==> src/core/plc_pid_defines.vh <==
// Purpose: Constants for the controller supervisory block
// Assumes: 32-bit AHB-Lite word map, 25 MHz sys_clk
// Notes: Offsets are byte addresses
`ifndef PLC_PID_DEFINES_VH
`define PLC_PID_DEFINES_VH

// ----------------------------------------
// Register offsets
// ----------------------------------------
`define OFS_PID_ACTION_SELECT 8'h00
`define OFS_PID_SETPOINT 8'h04
`define OFS_PID_MEASURED 8'h08
`define OFS_PID_OUTPUT 8'h0C
`define OFS_PID_RUN_CONTROL 8'h10
`define OFS_FLASH_CLEAR 8'h14
`define OFS_CONFIG 8'h18
`define OFS_COEF_BOUNDS 8'h1C
`define OFS_SCAN_SETTING 8'h20
`define OFS_SCAN_STATUS 8'h24

// ----------------------------------------
// Codes and reset values
// ----------------------------------------
`define ACT_DISABLED 16'h0000
`define ACT_SP_MV 16'h03E8
`define ACT_DEV 16'h03F2
`define ACT_SP_MV_NOAPPLY 16'h07D0
`define ACT_DEV_NOAPPLY 16'h07DA
`define COEF_NONE 16'h270F
`define FLASH_CLEAR_KEY 16'h25E0
`define FLASH_REFUSED 16'h0001
`define FLASH_IDLE 16'h0000
`define SCAN_OVERRUN_CODE 16'h1392
`define PCT_MAX 16'h2710
`define PCT_MIN 16'hD8F0
`define RST_ACTION 16'h0000
`define RST_FLASH 16'h0000

// ----------------------------------------
// Timing (clock 25 MHz)
// ----------------------------------------
`define CLK_HZ 25000000
`define FLASH_ERASE_S 30
`define FLASH_ERASE_CYC (`FLASH_ERASE_S * `CLK_HZ)
`define SCAN_QUANTUM_MS 10
`define SCAN_QUANTUM_CYC (`SCAN_QUANTUM_MS * (`CLK_HZ / 1000))
`define SCAN_SETTING_UNIT_US 500

`endif

==> src/core/pid_saturate.v <==
// Purpose: Clamp a signed operand into a signed range
// Assumes: lo_lim <= hi_lim
// Notes: Combinational
`timescale 1ns/1ps
`default_nettype none
module pid_saturate #(
    parameter W = 16
) (
    input wire [W-1:0] value_in,
    input wire [W-1:0] lo_lim,
    input wire [W-1:0] hi_lim,
    output reg [W-1:0] value_out
);
    // Saturate to the nearest bound
    always @* begin
        if ($signed(value_in) > $signed(hi_lim)) begin
            value_out = hi_lim;
        end else if ($signed(value_in) < $signed(lo_lim)) begin
            value_out = lo_lim;
        end else begin
            value_out = value_in;
        end
    end
endmodule // pid_saturate
`default_nettype wire

==> src/core/scan_pacer.v <==
// Purpose: Constant-scan pacing, overrun and watchdog detection
// Assumes: scan_start/scan_end are pulses on sys_clk
// Notes: Period setting is in 0.5 ms units
`timescale 1ns/1ps
`default_nettype none
`include "plc_pid_defines.vh"
module scan_pacer #(
    parameter QUANTUM_CYC = `SCAN_QUANTUM_CYC,
    parameter CW = 32
) (
    input wire sys_clk,
    input wire rst_n,
    input wire [15:0] scan_setting,
    input wire [15:0] watchdog_quanta,
    input wire scan_enable,
    input wire scan_start,
    input wire scan_end,
    input wire err_clear,
    output reg scan_wait,
    output reg scan_overrun_error,
    output reg watchdog_error,
    output reg [CW-1:0] last_scan_cyc
);
    reg [CW-1:0] run_cnt_reg;
    reg [CW-1:0] wait_cnt_reg;
    reg running_reg;
    reg [15:0] quanta;
    wire [CW-1:0] period_cyc;
    wire [CW-1:0] wd_cyc;

    // Round 0.5 ms units up to 10 ms quanta, minimum one
    always @* begin
        quanta = (scan_setting + 16'h0013) / 16'h0014;
        if (quanta == 16'h0000) begin
            quanta = 16'h0001;
        end
    end
    assign period_cyc = quanta * QUANTUM_CYC[CW-1:0];
    assign wd_cyc = watchdog_quanta * QUANTUM_CYC[CW-1:0];

    // Scan timing; overrun drops padding, watchdog halts
    always @(posedge sys_clk or negedge rst_n) begin
        if (!rst_n) begin
            run_cnt_reg <= {CW{1'b0}};
            wait_cnt_reg <= {CW{1'b0}};
            running_reg <= 1'b0;
            scan_wait <= 1'b0;
            scan_overrun_error <= 1'b0;
            watchdog_error <= 1'b0;
            last_scan_cyc <= {CW{1'b0}};
        end else begin
            if (err_clear) begin
                scan_overrun_error <= 1'b0;
            end
            if (scan_start && !watchdog_error) begin
                running_reg <= 1'b1;
                run_cnt_reg <= {CW{1'b0}};
                scan_wait <= 1'b0;
            end else if (running_reg) begin
                run_cnt_reg <= run_cnt_reg + 1'b1;
                if (wd_cyc != {CW{1'b0}} && run_cnt_reg >= wd_cyc) begin
                    watchdog_error <= 1'b1;
                    running_reg <= 1'b0;
                end else if (scan_end) begin
                    running_reg <= 1'b0;
                    last_scan_cyc <= run_cnt_reg + 1'b1;
                    if (scan_enable && run_cnt_reg + 1'b1 > period_cyc) begin
                        scan_overrun_error <= 1'b1;
                    end else if (scan_enable && !scan_overrun_error) begin
                        scan_wait <= 1'b1;
                        wait_cnt_reg <= period_cyc - run_cnt_reg - 1'b1;
                    end
                end
            end else if (scan_wait) begin
                if (wait_cnt_reg <= 1) begin
                    scan_wait <= 1'b0;
                end
                wait_cnt_reg <= wait_cnt_reg - 1'b1;
            end
        end
    end
endmodule // scan_pacer
`default_nettype wire

==> src/core/plc_pid_flash_scan_ctrl.v <==
// Purpose: PID operand words, flash-clear sequencer, scan pacing
// Assumes: AHB-Lite slave, single word transfers, zero wait states
// Notes: PID arithmetic is outside; result enters on pid_result
//
// Design decisions made here: the register offsets and the AHB-Lite interface to the registers.
`timescale 1ns/1ps
`default_nettype none
`include "plc_pid_defines.vh"
module plc_pid_flash_scan_ctrl #(
    parameter ERASE_CYC = `FLASH_ERASE_CYC,
    parameter QUANTUM_CYC = `SCAN_QUANTUM_CYC
) (
    input wire sys_clk,
    input wire rst_n,
    input wire hsel,
    input wire [31:0] haddr,
    input wire [1:0] htrans,
    input wire hwrite,
    input wire [2:0] hsize,
    input wire [31:0] hwdata,
    input wire hready,
    output wire hreadyout,
    output wire hresp,
    output reg [31:0] hrdata,
    input wire pid_enable_input,
    input wire enable_terminal_assigned,
    input wire [1:0] controller_function_select,
    input wire flash_fault_at_boot,
    input wire flash_erase_done,
    input wire [15:0] pid_result,
    input wire pid_result_valid,
    input wire scan_start,
    input wire scan_end,
    output wire pid_run,
    output wire pid_reverse,
    output wire pid_deviation_mode,
    output wire pid_apply_to_freq,
    output wire [15:0] pid_reference,
    output wire [15:0] pid_feedback,
    output reg flash_erase_req,
    output reg write_disable_error,
    output wire scan_wait,
    output wire scan_overrun_error,
    output wire watchdog_error
);
    // ----------------------------------------
    // Register state
    // ----------------------------------------
    reg [15:0] pid_action_select_reg;
    reg [15:0] pid_setpoint_reg;
    reg [15:0] pid_measured_reg;
    reg [15:0] pid_output_reg;
    reg [15:0] pid_run_control_reg;
    reg [15:0] flash_clear_reg;
    reg [15:0] coef_a_reg;
    reg [15:0] coef_b_reg;
    reg [15:0] scan_setting_reg;
    reg [15:0] watchdog_quanta_reg;
    reg scan_enable_reg;
    reg err_clear_reg;
    reg erasing_reg;
    reg [31:0] erase_cnt_reg;
    reg [1:0] boot_cnt_reg;
    reg sync1_reg, sync2_reg;
    reg [1:0] sel_s1_reg, sel_s2_reg;
    reg fault_s1_reg, fault_s2_reg;
    reg done_s1_reg, done_s2_reg;
    reg wr_pend_reg;
    reg [7:0] wr_addr_reg;
    wire [31:0] last_scan_cyc;

    // ----------------------------------------
    // Pin synchronisers
    // ----------------------------------------
    // Enable, function-select, boot-fault and erase-done levels pass two flops before use
    always @(posedge sys_clk or negedge rst_n) begin
        if (!rst_n) begin
            sync1_reg <= 1'b0;
            sync2_reg <= 1'b0;
            sel_s1_reg <= 2'b00;
            sel_s2_reg <= 2'b00;
            fault_s1_reg <= 1'b0;
            fault_s2_reg <= 1'b0;
            done_s1_reg <= 1'b0;
            done_s2_reg <= 1'b0;
        end else begin
            sync1_reg <= pid_enable_input;
            sync2_reg <= sync1_reg;
            sel_s1_reg <= controller_function_select;
            sel_s2_reg <= sel_s1_reg;
            fault_s1_reg <= flash_fault_at_boot;
            fault_s2_reg <= fault_s1_reg;
            done_s1_reg <= flash_erase_done;
            done_s2_reg <= done_s1_reg;
        end
    end

    // ----------------------------------------
    // PID mode decode
    // ----------------------------------------
    wire [15:0] act_base = {pid_action_select_reg[15:1], 1'b0};
    wire act_sp = act_base == `ACT_SP_MV || act_base == `ACT_SP_MV_NOAPPLY;
    wire act_dev = act_base == `ACT_DEV || act_base == `ACT_DEV_NOAPPLY;
    wire pid_enabled = act_sp || act_dev;
    assign pid_deviation_mode = act_dev;
    assign pid_reverse = ~pid_action_select_reg[0];
    assign pid_apply_to_freq = act_base == `ACT_SP_MV || act_base == `ACT_DEV;
    // Terminal gates the start only when it is assigned
    assign pid_run = pid_enabled && pid_run_control_reg[0]
        && (!enable_terminal_assigned || sync2_reg);

    // ----------------------------------------
    // Operand ranges and saturation
    // ----------------------------------------
    wire coef_mode = coef_a_reg != `COEF_NONE && coef_b_reg != `COEF_NONE;
    wire a_small = $signed(coef_a_reg) < $signed(coef_b_reg);
    wire [15:0] coef_lo = a_small ? coef_a_reg : coef_b_reg;
    wire [15:0] coef_hi = a_small ? coef_b_reg : coef_a_reg;
    // Deviation spans -100..100, set point 0..100 or the coefficient bounds when both are set
    wire [15:0] sp_lo = act_dev ? `PCT_MIN : (coef_mode ? coef_lo : 16'h0000);
    wire [15:0] sp_hi = act_dev ? `PCT_MAX : (coef_mode ? coef_hi : `PCT_MAX);
    wire [15:0] mv_lo = coef_mode ? coef_lo : 16'h0000;
    wire [15:0] mv_hi = coef_mode ? coef_hi : `PCT_MAX;
    wire [15:0] mv_sat;

    pid_saturate #(.W(16)) u_sat_sp (
        .value_in(pid_setpoint_reg),
        .lo_lim(sp_lo),
        .hi_lim(sp_hi),
        .value_out(pid_reference)
    );
    pid_saturate #(.W(16)) u_sat_mv (
        .value_in(pid_measured_reg),
        .lo_lim(mv_lo),
        .hi_lim(mv_hi),
        .value_out(mv_sat)
    );
    // Measured word is unused in deviation mode
    assign pid_feedback = act_dev ? 16'h0000 : mv_sat;
    wire [15:0] result_sat;
    pid_saturate #(.W(16)) u_sat_out (
        .value_in(pid_result),
        .lo_lim(`PCT_MIN),
        .hi_lim(`PCT_MAX),
        .value_out(result_sat)
    );

    // ----------------------------------------
    // AHB-Lite slave
    // ----------------------------------------
    // Zero wait states, always OKAY
    assign hreadyout = 1'b1;
    assign hresp = 1'b0;
    wire addr_phase = hsel && htrans[1] && hready;

    always @(posedge sys_clk or negedge rst_n) begin
        if (!rst_n) begin
            wr_pend_reg <= 1'b0;
            wr_addr_reg <= 8'h00;
            hrdata <= 32'h00000000;
        end else begin
            wr_pend_reg <= addr_phase && hwrite;
            if (addr_phase) begin
                wr_addr_reg <= haddr[7:0];
            end
            if (addr_phase && !hwrite) begin
                case (haddr[7:0])
                    `OFS_PID_ACTION_SELECT: hrdata <= {16'h0000, pid_action_select_reg};
                    `OFS_PID_SETPOINT: hrdata <= {16'h0000, pid_setpoint_reg};
                    `OFS_PID_MEASURED: hrdata <= {16'h0000, pid_measured_reg};
                    `OFS_PID_OUTPUT: hrdata <= {16'h0000, pid_output_reg};
                    `OFS_PID_RUN_CONTROL: hrdata <= {16'h0000, pid_run_control_reg};
                    `OFS_FLASH_CLEAR: hrdata <= {16'h0000, flash_clear_reg};
                    `OFS_CONFIG: hrdata <= {15'h0000, scan_enable_reg, watchdog_quanta_reg};
                    `OFS_COEF_BOUNDS: hrdata <= {coef_b_reg, coef_a_reg};
                    `OFS_SCAN_SETTING: hrdata <= {16'h0000, scan_setting_reg};
                    `OFS_SCAN_STATUS: hrdata <= {write_disable_error, watchdog_error,
                        scan_overrun_error, scan_wait, erasing_reg, 11'h000,
                        scan_overrun_error ? `SCAN_OVERRUN_CODE : 16'h0000};
                    default: hrdata <= 32'h00000000;
                endcase
            end
        end
    end
    wire wr_en = wr_pend_reg;
    wire [15:0] wd = hwdata[15:0];

    // ----------------------------------------
    // Plain configuration registers
    // ----------------------------------------
    always @(posedge sys_clk or negedge rst_n) begin
        if (!rst_n) begin
            pid_action_select_reg <= `RST_ACTION;
            pid_setpoint_reg <= 16'h0000;
            pid_measured_reg <= 16'h0000;
            pid_run_control_reg <= 16'h0000;
            coef_a_reg <= `COEF_NONE;
            coef_b_reg <= `COEF_NONE;
            scan_setting_reg <= 16'h0000;
            watchdog_quanta_reg <= 16'h0014;
            scan_enable_reg <= 1'b0;
            err_clear_reg <= 1'b0;
            pid_output_reg <= 16'h0000;
        end else begin
            err_clear_reg <= 1'b0;
            if (wr_en) begin
                case (wr_addr_reg)
                    `OFS_PID_ACTION_SELECT: pid_action_select_reg <= wd;
                    `OFS_PID_SETPOINT: pid_setpoint_reg <= wd;
                    `OFS_PID_MEASURED: pid_measured_reg <= wd;
                    `OFS_PID_RUN_CONTROL: pid_run_control_reg <= wd;
                    `OFS_COEF_BOUNDS: begin
                        coef_a_reg <= hwdata[15:0];
                        coef_b_reg <= hwdata[31:16];
                    end
                    `OFS_SCAN_SETTING: scan_setting_reg <= wd;
                    `OFS_CONFIG: begin
                        watchdog_quanta_reg <= wd;
                        scan_enable_reg <= hwdata[16];
                    end
                    `OFS_SCAN_STATUS: err_clear_reg <= hwdata[29];
                    default: ;
                endcase
            end
            // Result stored only while pid_run and pid_result_valid are both high
            if (pid_run && pid_result_valid) begin
                pid_output_reg <= result_sat;
            end
        end
    end

    // ----------------------------------------
    // Flash-clear sequencer
    // ----------------------------------------
    wire fc_write = wr_en && wr_addr_reg == `OFS_FLASH_CLEAR;
    wire erase_timeout = erase_cnt_reg >= ERASE_CYC - 1;
    always @(posedge sys_clk or negedge rst_n) begin
        if (!rst_n) begin
            flash_clear_reg <= `RST_FLASH;
            erasing_reg <= 1'b0;
            erase_cnt_reg <= 32'h00000000;
            flash_erase_req <= 1'b0;
            write_disable_error <= 1'b0;
            boot_cnt_reg <= 2'b00;
        end else begin
            // Strap needs two sync edges, so watch it for three
            if (boot_cnt_reg != 2'b11) begin
                boot_cnt_reg <= boot_cnt_reg + 2'b01;
            end
            if (boot_cnt_reg != 2'b11 && fault_s2_reg) begin
                flash_clear_reg <= `FLASH_CLEAR_KEY;
            end
            if (erasing_reg) begin
                erase_cnt_reg <= erase_cnt_reg + 1'b1;
                // Done strobe or 30 s bound ends it
                if (done_s2_reg || erase_timeout) begin
                    erasing_reg <= 1'b0;
                    flash_erase_req <= 1'b0;
                    flash_clear_reg <= `FLASH_IDLE;
                end
            end
            if (fc_write && !erasing_reg) begin
                if (wd == `FLASH_IDLE) begin
                    flash_clear_reg <= `FLASH_IDLE;
                    write_disable_error <= 1'b0;
                end else if (wd == `FLASH_CLEAR_KEY) begin
                    write_disable_error <= 1'b0;
                    if (sel_s2_reg != 2'b00) begin
                        flash_clear_reg <= `FLASH_REFUSED;
                    end else if (flash_clear_reg != `FLASH_CLEAR_KEY) begin
                        flash_clear_reg <= `FLASH_CLEAR_KEY;
                        erasing_reg <= 1'b1;
                        flash_erase_req <= 1'b1;
                        erase_cnt_reg <= 32'h00000000;
                    end
                end else begin
                    write_disable_error <= 1'b1;
                end
            end
        end
    end

    // ----------------------------------------
    // Constant-scan pacer
    // ----------------------------------------
    scan_pacer #(.QUANTUM_CYC(QUANTUM_CYC), .CW(32)) u_pacer (
        .sys_clk(sys_clk),
        .rst_n(rst_n),
        .scan_setting(scan_setting_reg),
        .watchdog_quanta(watchdog_quanta_reg),
        .scan_enable(scan_enable_reg),
        .scan_start(scan_start),
        .scan_end(scan_end),
        .err_clear(err_clear_reg),
        .scan_wait(scan_wait),
        .scan_overrun_error(scan_overrun_error),
        .watchdog_error(watchdog_error),
        .last_scan_cyc(last_scan_cyc)
    );
endmodule // plc_pid_flash_scan_ctrl
`default_nettype wire

==> config.mk <==
export PLATFORM = sky130hd
export DESIGN_NAME = plc_pid_flash_scan_ctrl
export DESIGN_NICKNAME = d
export VERILOG_FILES = /design/src/core/pid_saturate.v /design/src/core/scan_pacer.v /design/src/core/plc_pid_flash_scan_ctrl.v
export VERILOG_INCLUDE_DIRS = /design/src /design/src/core
export SDC_FILE = /design/constraint.sdc
export NUM_CORES = 1
export LEC_CHECK = 0
export BUFFER_PORTS_ARGS = -buffer_cell sky130_fd_sc_hd__clkbuf_2
export CAP_MARGIN = 15
export CORE_UTILIZATION = 28
export DETAILED_ROUTE_END_ITERATION = 12
export GPL_TIMING_DRIVEN = 0
export PLACE_DENSITY = 0.42
export RECOVER_POWER = 50
export SETUP_SLACK_MARGIN = 0.3
export SLEW_MARGIN = 20
export SYNTH_ARGS = -nofsm -noshare
export SYNTH_HDL_FRONTEND = slang
export SYNTH_SLANG_ARGS = --single-unit
==> constraint.sdc <==
create_clock -name sys_clk -period 17.6 [get_ports sys_clk]
set_clock_uncertainty 0.2 [all_clocks]
set_input_delay 2.64 -clock sys_clk [delete_from_list [all_inputs] [get_ports sys_clk]]
set_output_delay 2.64 -clock sys_clk [all_outputs]
set_load 0.01 [all_outputs]
==> flow_summary.yaml, run 1 <==
critical_path:
  end_kind: "flop"
  cp_max_fo: 10
  cp_data_arrival_time_ns: 16.54
  cp_slowest_stage_delay_ns: 0.58
  cp.required_ns: 17.83
  crit_top_cell: "ha_1"
  crit_path_start_kind: "flop"
  crit_type: "flop to flop"
  cp_slowest_cell: "fa_1"
floorplanning:
  initial_core_util: 0.284
  core_area_mm2: 0.106
  die_x_um: 330
  io_pins: 174
  fp.dieH_um: 330
  design.die.area_mm2: 0.109
  num_rows: 119
routing:
  wl_per_cell_um: 21.4
  ant_nets: 0
  count_of_vias_placed_by_the_detailed_router: 26500
  drt_first_iter_violations: 2186
  post_drt_via_cell_ratio: 5.22
  drt_drc_violations_left: 0
  detail_route.wirelength_um: 108000
  first_pass_iters: 8
logic_synthesis:
  post_synth_most_frequent_cells: "365 x ha_1, 324 x inv_1, 300 x dfrtp_1"
  seq_area_frac_synth: 0.266
  warnings_synthesis: 0
  synthFlopType: "dfrtp_1"
  netlist_top_cells_area: "dfrtp_1 25%, ha_1 15%, fa_1 5.8%, mux2_2 5.1%, inv_1 4.0%"
  post_synth_mux_area_share: 0.0628
  syn-num-nets: 3987
  synth.top_cell.area_share: 0.250
  most_instantiated_library_cell_after_synthesis: "ha_1"
  proportion_of_register_bits_with_asynchronous_set_or_reset_after_synthesis: 1.00
  post_synth.cell_area_avg_um2: 8.74
  synth-adder-area-share: 0.211
  area_fraction_in_compound_gates_after_synthesis: 0.178
  synth_seq_cells: 318
  synth_top_family_by_area: "adder cells"
  syn_inst: 3436
  yosysTopAreaCell: "dfrtp_1"
  synth_enable_flop_cells: 0
  post_synth_xor_area_fraction: 0.0533
  synth_cell_types: 102
  yosys.area_share.simple: 0.171
  syn-cell-area_mm2: 0.0300
sta:
  slew_headroom: -2.05
  timing.hold.ws_ns: 0.149
  fin_crit_ns: 16.31
  hold_viol: 0
  timing.fmax_mhz: 61.3
  setup-violations-final: 0
  layout_worst_path_cycle_share: 0.927
  slew_of_the_pin_with_the_lowest_slew_margin_ns: 4.58
  slew_violations: 260
  rsz0062_at_grt: "false"
  finalSetupTns_ns: 0
clock_tree:
  cts_root_buffer: "clkbuf_16"
  cts.sink_count: 318
  htree_num_levels: 2
  cts-buffers-inserted: 40
  cts.reportedPaths.clkPinSlew_ns: 0.06
  cts-hold-fix-buffers: 0
  clk_path_buf_depth: 3
  worst_skew_pair.late_latency_ns: 0.59
  cts_tree: "yes"
grt:
  first_global_vias: 25500
  groute.usage.overall: 0.198
  global_route_wire_length_before_repair_um: 164000
  grt_max_degree: 74
  gr-total-overflow: 0
  antenna_violations_before_repair: 13
cells_and_area:
  finalNetCount: 4198
  area.growth.synth_to_final_pct: 13.7
  final_layout_size_suffix_gt1_frac: 0.120
  layoutNonFillerInstCount: 5070
outcome:
  run_status: "complete, but fails checks"
  failed_checks: "capacitance limit, slew limit"
min_path:
  hold_path_class: "flop to flop"
flow_run:
  drv.max_cap_violation_count: 4
place:
  io_buffer_count: 143
  place.gp.congestion: 0.911
  dp_hpwl_um: 85300
  dpl.cell_count: 4976
-- worst max-delay path: cells and delay by family, from the launching register on --
| family | cells | cell delay [ns] |
|---|---|---|
| adder cells (fa/ha/maj) | 10 | 3.51 |
| AO/OA/AOI/OAI | 24 | 5.84 |
| flip-flops | 1 | 0.51 |
| AND/OR/NAND/NOR | 16 | 4.01 |
| XOR/XNOR | 2 | 0.67 |
| multiplexers | 1 | 0.29 |
| buffers and inverters | 6 | 1.09 |
-- cells by family (layout without fill, tap and decap cells) --
logic type                 after synthesis  after routing
DFF                                    318            318
adders and majority gates              454            454
xor gates and xnor gates               181            181
AOI/OAI and AO/OA                      802            802
muxes                                  171            171
other                                    2              4
and+or+nand+nor                       1052           1052
buffers and inverters                  456            697
-- final timing paths --
kind                                            startpoint                                   end  slack [ns]  cells past startpoint
max                        scan_setting_reg[1]$_DFFE_PN0P_  u_pacer.wait_cnt_reg[23]$_DFFE_PN0P_        1.29                     59
min                                  done_s1_reg$_DFF_PN0_                 done_s2_reg$_DFF_PN0_        0.15                      0
max reg2reg                scan_setting_reg[1]$_DFFE_PN0P_  u_pacer.wait_cnt_reg[23]$_DFFE_PN0P_        1.29                     59
min reg2reg                          done_s1_reg$_DFF_PN0_                 done_s2_reg$_DFF_PN0_        0.15                      0
max in group asynchronous                            rst_n       scan_setting_reg[0]$_DFFE_PN0P_        5.19                      4
min in group asynchronous                            rst_n  u_pacer.wait_cnt_reg[24]$_DFFE_PN0P_        3.75                      2
-- repair_timing --
item / in CTS / in global routing
endpoints found under the hold margin: 0 / 0
pin swaps: 1 / 8
setup buffers: 3 / 17
setup endpoints to repair: 34 / 34
resized for setup: 9 / 35
-- cell usage in the layout, fill, tap and decap left out, types with 32 or more instances in the layout --
cell / netlist / layout
nand2b_1: 43 / 42
inv_1: 324 / 323
a21oi_1: 183 / 180
a221oi_1: 35 / 35
a22oi_1: 39 / 38
nor2_1: 275 / 275
dfrtp_1: 300 / 298
xor2_1: 54 / 50
clkbuf_1: 105 / 142
nor3_1: 81 / 80
mux2i_1: 35 / 34
nand4_1: 62 / 62
ha_1: 365 / 365
xnor2_1: 126 / 124
mux2_2: 135 / 135
nand3_1: 102 / 99
clkbuf_16: 0 / 40
clkbuf_2: 0 / 127
fa_1: 87 / 87
nand2_1: 259 / 258
or3_1: 35 / 35
a21o_1: 60 / 60
o21ai_0: 193 / 192
nor4_1: 34 / 32
-- per-stage QoR --
stage               cell area [µm²]   util  setup WS (ns)
floorplan                     30000      -           3.29
global placement              32500  0.307         -0.796
detailed placement            32700  0.308         -0.618
CTS                           34000  0.321          0.310
global route                  34200  0.323          0.351
finish                        34200  0.323           1.29
-- per-layer routing --
metal,vias up,GRT usage,routed length (µm)
met4,6,0.0443,2200
met3,126,0.0216,5310
met5,-,0,34
met2,761,0.306,47800
li1,12800,-,-
met1,12800,0.294,53000
-- area by class of cell --
| type | count | area, µm² |
|---|---|---|
| plain buffers | 130 | 533 |
| well taps | 1391 | 1740 |
| repair buffers | 169 | 893 |
| diodes | 2 | 5.00 |
| inverters | 326 | 1220 |
| fillers | 11300 | 71700 |
| multi-input cells | 2662 | 20500 |
| flip-flops and latches | 318 | 7980 |
| clock inverters | 12 | 158 |
| clock buffers | 60 | 1110 |
Power of run 1 is left out: the tool's default activity adds up to more than one toggle a clock period on the data nets, which glitch-free logic cannot reach.
==> run 2: changes to the inputs <==
--- a/config.mk
+++ b/config.mk
@@ -8,11 +8,12 @@
 export LEC_CHECK = 0
 export BUFFER_PORTS_ARGS = -buffer_cell sky130_fd_sc_hd__clkbuf_2
 export CAP_MARGIN = 15
+export CORE_MARGIN = 8
 export CORE_UTILIZATION = 28
 export DETAILED_ROUTE_END_ITERATION = 12
 export GPL_TIMING_DRIVEN = 0
 export PLACE_DENSITY = 0.42
-export RECOVER_POWER = 50
+export RECOVER_POWER = 25
 export SETUP_SLACK_MARGIN = 0.3
 export SLEW_MARGIN = 20
 export SYNTH_ARGS = -nofsm -noshare
==> run 2 against run 1 <==
Effect of this change:
- the flow still finishes with violations (capacitance limit, slew limit)
- count of clock-buffer cells in the layout rose by 2
- via count shrank 0.56%
- sequential share of layout area is 0.050 points lower
- global-route usage fell by 1.7 points
- final cell count is essentially flat
- first-iteration DRC count is 6.0% lower
- sequential cell count did not move
- critical path type unchanged
==> flow_summary.yaml, run 2 (same netlist as run 1, synthesis figures left out) <==
grt:
  gr-total-overflow: 0
  global_route_wire_length_before_repair_um: 165000
  grt_max_degree: 73
  first_global_vias: 25900
  antenna_violations_before_repair: 4
  groute.usage.overall: 0.181
floorplanning:
  initial_core_util: 0.281
  design.die.area_mm2: 0.118
  fp.dieH_um: 344
  die_x_um: 344
  core_area_mm2: 0.107
  io_pins: 174
  num_rows: 120
clock_tree:
  cts-buffers-inserted: 41
  cts-hold-fix-buffers: 0
  cts_root_buffer: "clkbuf_16"
  htree_num_levels: 2
  cts_tree: "yes"
  cts.reportedPaths.clkPinSlew_ns: 0.06
  clk_path_buf_depth: 3
  cts.sink_count: 318
  worst_skew_pair.late_latency_ns: 0.59
min_path:
  hold_start: "sync1_reg$_DFF_PN0_"
  hold_depth: 0
  worstHoldEndpoint: "sync2_reg$_DFF_PN0_"
  hold_path_class: "flop to flop"
sta:
  layout_worst_path_cycle_share: 0.922
  timing.fmax_mhz: 61.6
  fin_crit_ns: 16.23
  hold_viol: 0
  slew_headroom: -1.84
  rsz0062_at_grt: "false"
  setup-violations-final: 0
  post-route-worst-setup-slack_ns: 1.37
  slew_violations: 113
  slew_of_the_pin_with_the_lowest_slew_margin_ns: 4.27
cells_and_area:
  layout.cells.most_common: "ha_1"
  mostFrequentLayoutCells: "365 x ha_1, 323 x inv_1, 298 x dfrtp_1, 272 x nor2_1, 258 x nand2_1"
  area.growth.synth_to_final_pct: 14.0
  final_layout_size_suffix_gt1_frac: 0.121
  finalNetCount: 4186
  layoutNonFillerInstCount: 5072
critical_path:
  setup.reg_to_reg.worst_slack_ns: 1.37
  crit_top_cell: "ha_1"
  regToRegEndpoint: "u_pacer.wait_cnt_reg[23]$_DFFE_PN0P_"
  crit_path_start_kind: "flop"
  cp_slowest_stage_delay_ns: 0.51
  end_kind: "flop"
  crit_type: "flop to flop"
  cp_slowest_cell: "dfrtp_2"
  worst_r2r_startpoint: "scan_setting_reg[1]$_DFFE_PN0P_"
  cp.required_ns: 17.83
  reg2regPathDepth: 66
  cp_max_fo: 10
  cp_data_arrival_time_ns: 16.46
outcome:
  run_status: "complete, but fails checks"
  failed_checks: "capacitance limit, slew limit"
flow_run:
  drv.max_cap_violation_count: 2
routing:
  count_of_vias_placed_by_the_detailed_router: 26300
  drt_first_iter_violations: 2055
  ant_nets: 0
  first_pass_iters: 7
  detail_route.wirelength_um: 109000
  wl_per_cell_um: 21.6
  drt_drc_violations_left: 0
  post_drt_via_cell_ratio: 5.19
place:
  place_ws_ns: -0.622
  dpl.cell_count: 4986
  place.gp.congestion: 0.899
  dp_hpwl_um: 86200
  io_buffer_count: 143
-- run 2: changes by cell type in the layout (fill, tap and decap cells not counted), moves of 2 or more --
cell,delta
buf_16,+2
buf_4,-11
clkbuf_1,-8
clkbuf_16,+2
clkbuf_8,+5
clkinvlp_4,-2
nor2_1,-3
nor2_2,+4
-- run 2: worst max-delay path by stage --
stage / cells after the start / to / from
after CTS: 57 / u_pacer.wait_cnt_reg[19]$_DFFE_PN0P_ / scan_setting_reg[1]$_DFFE_PN0P_
final: 66 / u_pacer.wait_cnt_reg[23]$_DFFE_PN0P_ / scan_setting_reg[1]$_DFFE_PN0P_
after global routing: 67 / u_pacer.wait_cnt_reg[30]$_DFFE_PN0P_ / scan_setting_reg[1]$_DFFE_PN0P_
after global placement: 58 / u_pacer.wait_cnt_reg[17]$_DFFE_PN0P_ / scan_setting_reg[1]$_DFFE_PN0P_
after floorplan: 59 / u_pacer.wait_cnt_reg[10]$_DFFE_PN0P_ / scan_setting_reg[0]$_DFFE_PN0P_
after detailed placement: 58 / u_pacer.wait_cnt_reg[17]$_DFFE_PN0P_ / scan_setting_reg[1]$_DFFE_PN0P_
-- run 2: per-layer routing --
| layer | vias to the layer above | part of all wire | global-route usage |
|---|---|---|---|
| met5 | - | 0 | 0 |
| met1 | 12800 | 0.48 | 0.259 |
| li1 | 12700 | - | - |
| met2 | 646 | 0.45 | 0.288 |
| met4 | 0 | 0.025 | 0.0444 |
| met3 | 138 | 0.048 | 0.0217 |
-- run 2: final cells by class --
class | count | area [µm²]
flip-flops and latches | 318 | 7980
inverters | 326 | 1220
plain buffers | 130 | 534
well taps | 1403 | 1760
diodes | 3 | 7.51
clock inverters | 12 | 153
repair buffers | 156 | 843
fillers | 11300 | 72500
multi-input cells | 2662 | 20500
clock buffers | 62 | 1210
-- run 2: timing repair --
item / CTS / global route
setup endpoints to repair: 34 / 34
pin swaps: 1 / 4
setup buffers: 2 / 7
gates resized for setup: 12 / 37
-- run 2: critical path: cells and delay by family (launching register included) --
family                   cells  cell delay, ns
XOR/XNOR                     3            0.87
AO/OA/AOI/OAI               27            6.19
buffers and inverters       10            1.63
adder cells (fa/ha/maj)     10            2.96
AND/OR/NAND/NOR             15            3.33
multiplexers                 1            0.30
flip-flops                   1            0.51
-- run 2: per-stage QoR --
stage | hold slack (ns) | utilization | instance area, µm² | setup TNS [ns]
2_1_floorplan | 0.131 | - | 30000 | 0
3_3_place_gp | 0.133 | 0.305 | 32500 | -17.75
3_5_place_dp | 0.135 | 0.306 | 32600 | -13.95
4_1_cts | 0.149 | 0.319 | 34100 | 0
5_1_grt | 0.157 | 0.321 | 34200 | 0
6_report | 0.147 | 0.321 | 34200 | 0
Power of run 2 is left out for the same reason.
==> run 3: changes to the inputs <==
--- a/config.mk
+++ b/config.mk
@@ -8,11 +8,13 @@
 export LEC_CHECK = 0
 export BUFFER_PORTS_ARGS = -buffer_cell sky130_fd_sc_hd__clkbuf_2
 export CAP_MARGIN = 15
+export CELL_PAD_IN_SITES_DETAIL_PLACEMENT = 1
+export CELL_PAD_IN_SITES_GLOBAL_PLACEMENT = 1
 export CORE_MARGIN = 8
 export CORE_UTILIZATION = 28
 export DETAILED_ROUTE_END_ITERATION = 12
 export GPL_TIMING_DRIVEN = 0
-export PLACE_DENSITY = 0.42
+export PLACE_DENSITY = 0.51
 export RECOVER_POWER = 25
 export SETUP_SLACK_MARGIN = 0.3
 export SLEW_MARGIN = 20
==> run 3 against run 2 <==
Effect of this change:
- the run still ends with capacitance limit, slew limit left
- setup slack improved by 0.0085 ns
- design area grew 0.46%
- non-clock buffer count rose by 9
- register-to-register slack is essentially flat
- wire length is 6.9% higher
- critical path depth down 5
- first-iteration DRC count decreased by 17%
- die area unchanged
- utilization up 0.15 points
- sequential cell count unchanged
- final cell count increased by 0.22%
==> flow_summary.yaml, run 3 (same netlist as run 1, synthesis figures left out) <==
outcome:
  run_status: "complete, but fails checks"
  failed_checks: "capacitance limit, slew limit"
critical_path:
  crit_top_cell: "ha_1"
  crit_type: "flop to flop"
  setup.reg_to_reg.worst_slack_ns: 1.38
  cp_data_arrival_time_ns: 16.48
  timing.critical_path.buf_inv: 8
  worst_r2r_startpoint: "scan_setting_reg[1]$_DFFE_PN0P_"
  timing.critical_path.from: "scan_setting_reg[1]$_DFFE_PN0P_"
  cp_slowest_cell: "fa_1"
  crit_path_start_kind: "flop"
  cp_max_fo: 10
  end_kind: "flop"
  crit_family: "compound AO/OA/AOI/OAI gates"
  cp.required_ns: 17.86
  cp_slowest_stage_delay_ns: 0.59
cells_and_area:
  multiInputGateArea_mm2: 0.0205
  register_area_mm2: 0.00798
  antenna_cells: 0
  mostFrequentLayoutCells: "365 x ha_1, 323 x inv_1, 298 x dfrtp_1, 272 x nor2_1, 258 x nand2_1"
  layout.cells.most_common: "ha_1"
  fillCellCount: 12600
  finalNetCount: 4197
  finalCoreUtilization: 0.322
  final_layout_size_suffix_gt1_frac: 0.125
  area.growth.synth_to_final_pct: 14.5
sta:
  slew_headroom: -1.87
  timing.fmax_mhz: 61.7
  fin_crit_ns: 16.22
  rsz0062_at_grt: "false"
  hold_viol: 0
  layout_worst_path_cycle_share: 0.922
  slew_of_the_pin_with_the_lowest_slew_margin_ns: 4.30
  setup-violations-final: 0
  slew_violations: 121
routing:
  wl_per_cell_um: 23.0
  post_drt_via_cell_ratio: 5.24
  detail_route.wirelength_um: 117000
  ant_nets: 0
  drt_first_iter_violations: 1702
  count_of_vias_placed_by_the_detailed_router: 26600
  first_pass_iters: 5
  drt_drc_violations_left: 0
grt:
  global_route_wire_length_before_repair_um: 178000
  gr-total-overflow: 0
  antenna_violations_before_repair: 6
  first_global_vias: 27700
  groute.usage.overall: 0.194
  grt_max_degree: 72
clock_tree:
  cts.reportedPaths.clkPinSlew_ns: 0.06
  cts_tree: "yes"
  clk_path_buf_depth: 3
  htree_num_levels: 2
  cts-buffers-inserted: 43
  worst_skew_pair.late_latency_ns: 0.59
  cts_root_buffer: "clkbuf_16"
  cts.sink_count: 318
place:
  dp_hpwl_um: 92900
  io_buffer_count: 143
  place.gp.congestion: 0.847
flow_run:
  drv.max_cap_violation_count: 2
floorplanning:
  io_pins: 174
  fp.dieH_um: 344
  core_area_mm2: 0.107
  die_x_um: 344
  num_rows: 120
  design.die.area_mm2: 0.118
  initial_core_util: 0.281
min_path:
  hold_start: "sel_s1_reg[0]$_DFF_PN0_"
  hold_path_class: "flop to flop"
==> run 3: changes by cell type in the layout (fill, tap and decap cells not counted), sizes merged <==
cell / before / now
clkinv: 8 / 11
clkinvlp: 1 / 4
diode: 3 / 0
clkbuf: 311 / 306
buf: 37 / 46
bufinv: 2 / 6
==> run 3: repair_timing <==
item,in CTS,in global routing
endpoints found under the setup margin,34,34
pin swaps,3,6
resized for setup,15,30
buffers inserted,5,12
endpoints found under the hold margin,0,0
hold buffers,0,0
==> run 3: path summary, 6_finish.rpt <==
kind | cells past startpoint | end
worst min register to register | 0 | sel_s2_reg[0]$_DFF_PN0_
worst min-delay path | 0 | sel_s2_reg[0]$_DFF_PN0_
max in group asynchronous | 2 | sel_s1_reg[1]$_DFF_PN0_
worst max register to register | 61 | u_pacer.wait_cnt_reg[17]$_DFFE_PN0P_
worst max-delay path | 61 | u_pacer.wait_cnt_reg[17]$_DFFE_PN0P_
min in group asynchronous | 1 | u_pacer.wait_cnt_reg[24]$_DFFE_PN0P_
==> run 3: per-layer routing <==
| layer | wire, µm | vias up | part of all wire | track usage |
|---|---|---|---|---|
| li1 | - | 12700 | - | - |
| met1 | 56500 | 13300 | 0.48 | 0.271 |
| met2 | 54000 | 470 | 0.46 | 0.324 |
| met3 | 3950 | 126 | 0.034 | 0.0214 |
| met4 | 2530 | 4 | 0.022 | 0.0403 |
| met5 | 25 | - | 0.00021 | 0 |
==> run 3: area by class of cell <==
type                            instances  share of cell area
Inverter                              326              0.0356
Multi-Input combinational cell       2662               0.596
Clock buffer                           57              0.0343
Buffer                                130              0.0155
Tap cell                             1403              0.0510
Timing Repair Buffer                  165              0.0265
Sequential cell                       318               0.232
Clock inverter                         22             0.00862
==> run 3: through the flow <==
step           hold slack [ns]  setup slack [ns]  cell area [µm²]  instances  TNS, ns
6_report                 0.152              1.38            34400       5083        0
5_1_grt                  0.156             0.251            34400       5083        0
4_1_cts                  0.150             0.319            34300       5071        0
3_5_place_dp             0.137            -0.985            32700       4987   -23.92
3_3_place_gp             0.132             -1.19            32500       4982   -30.53
2_1_floorplan            0.131              3.29            30000       3436        0
Power of run 3 is left out for the same reason.
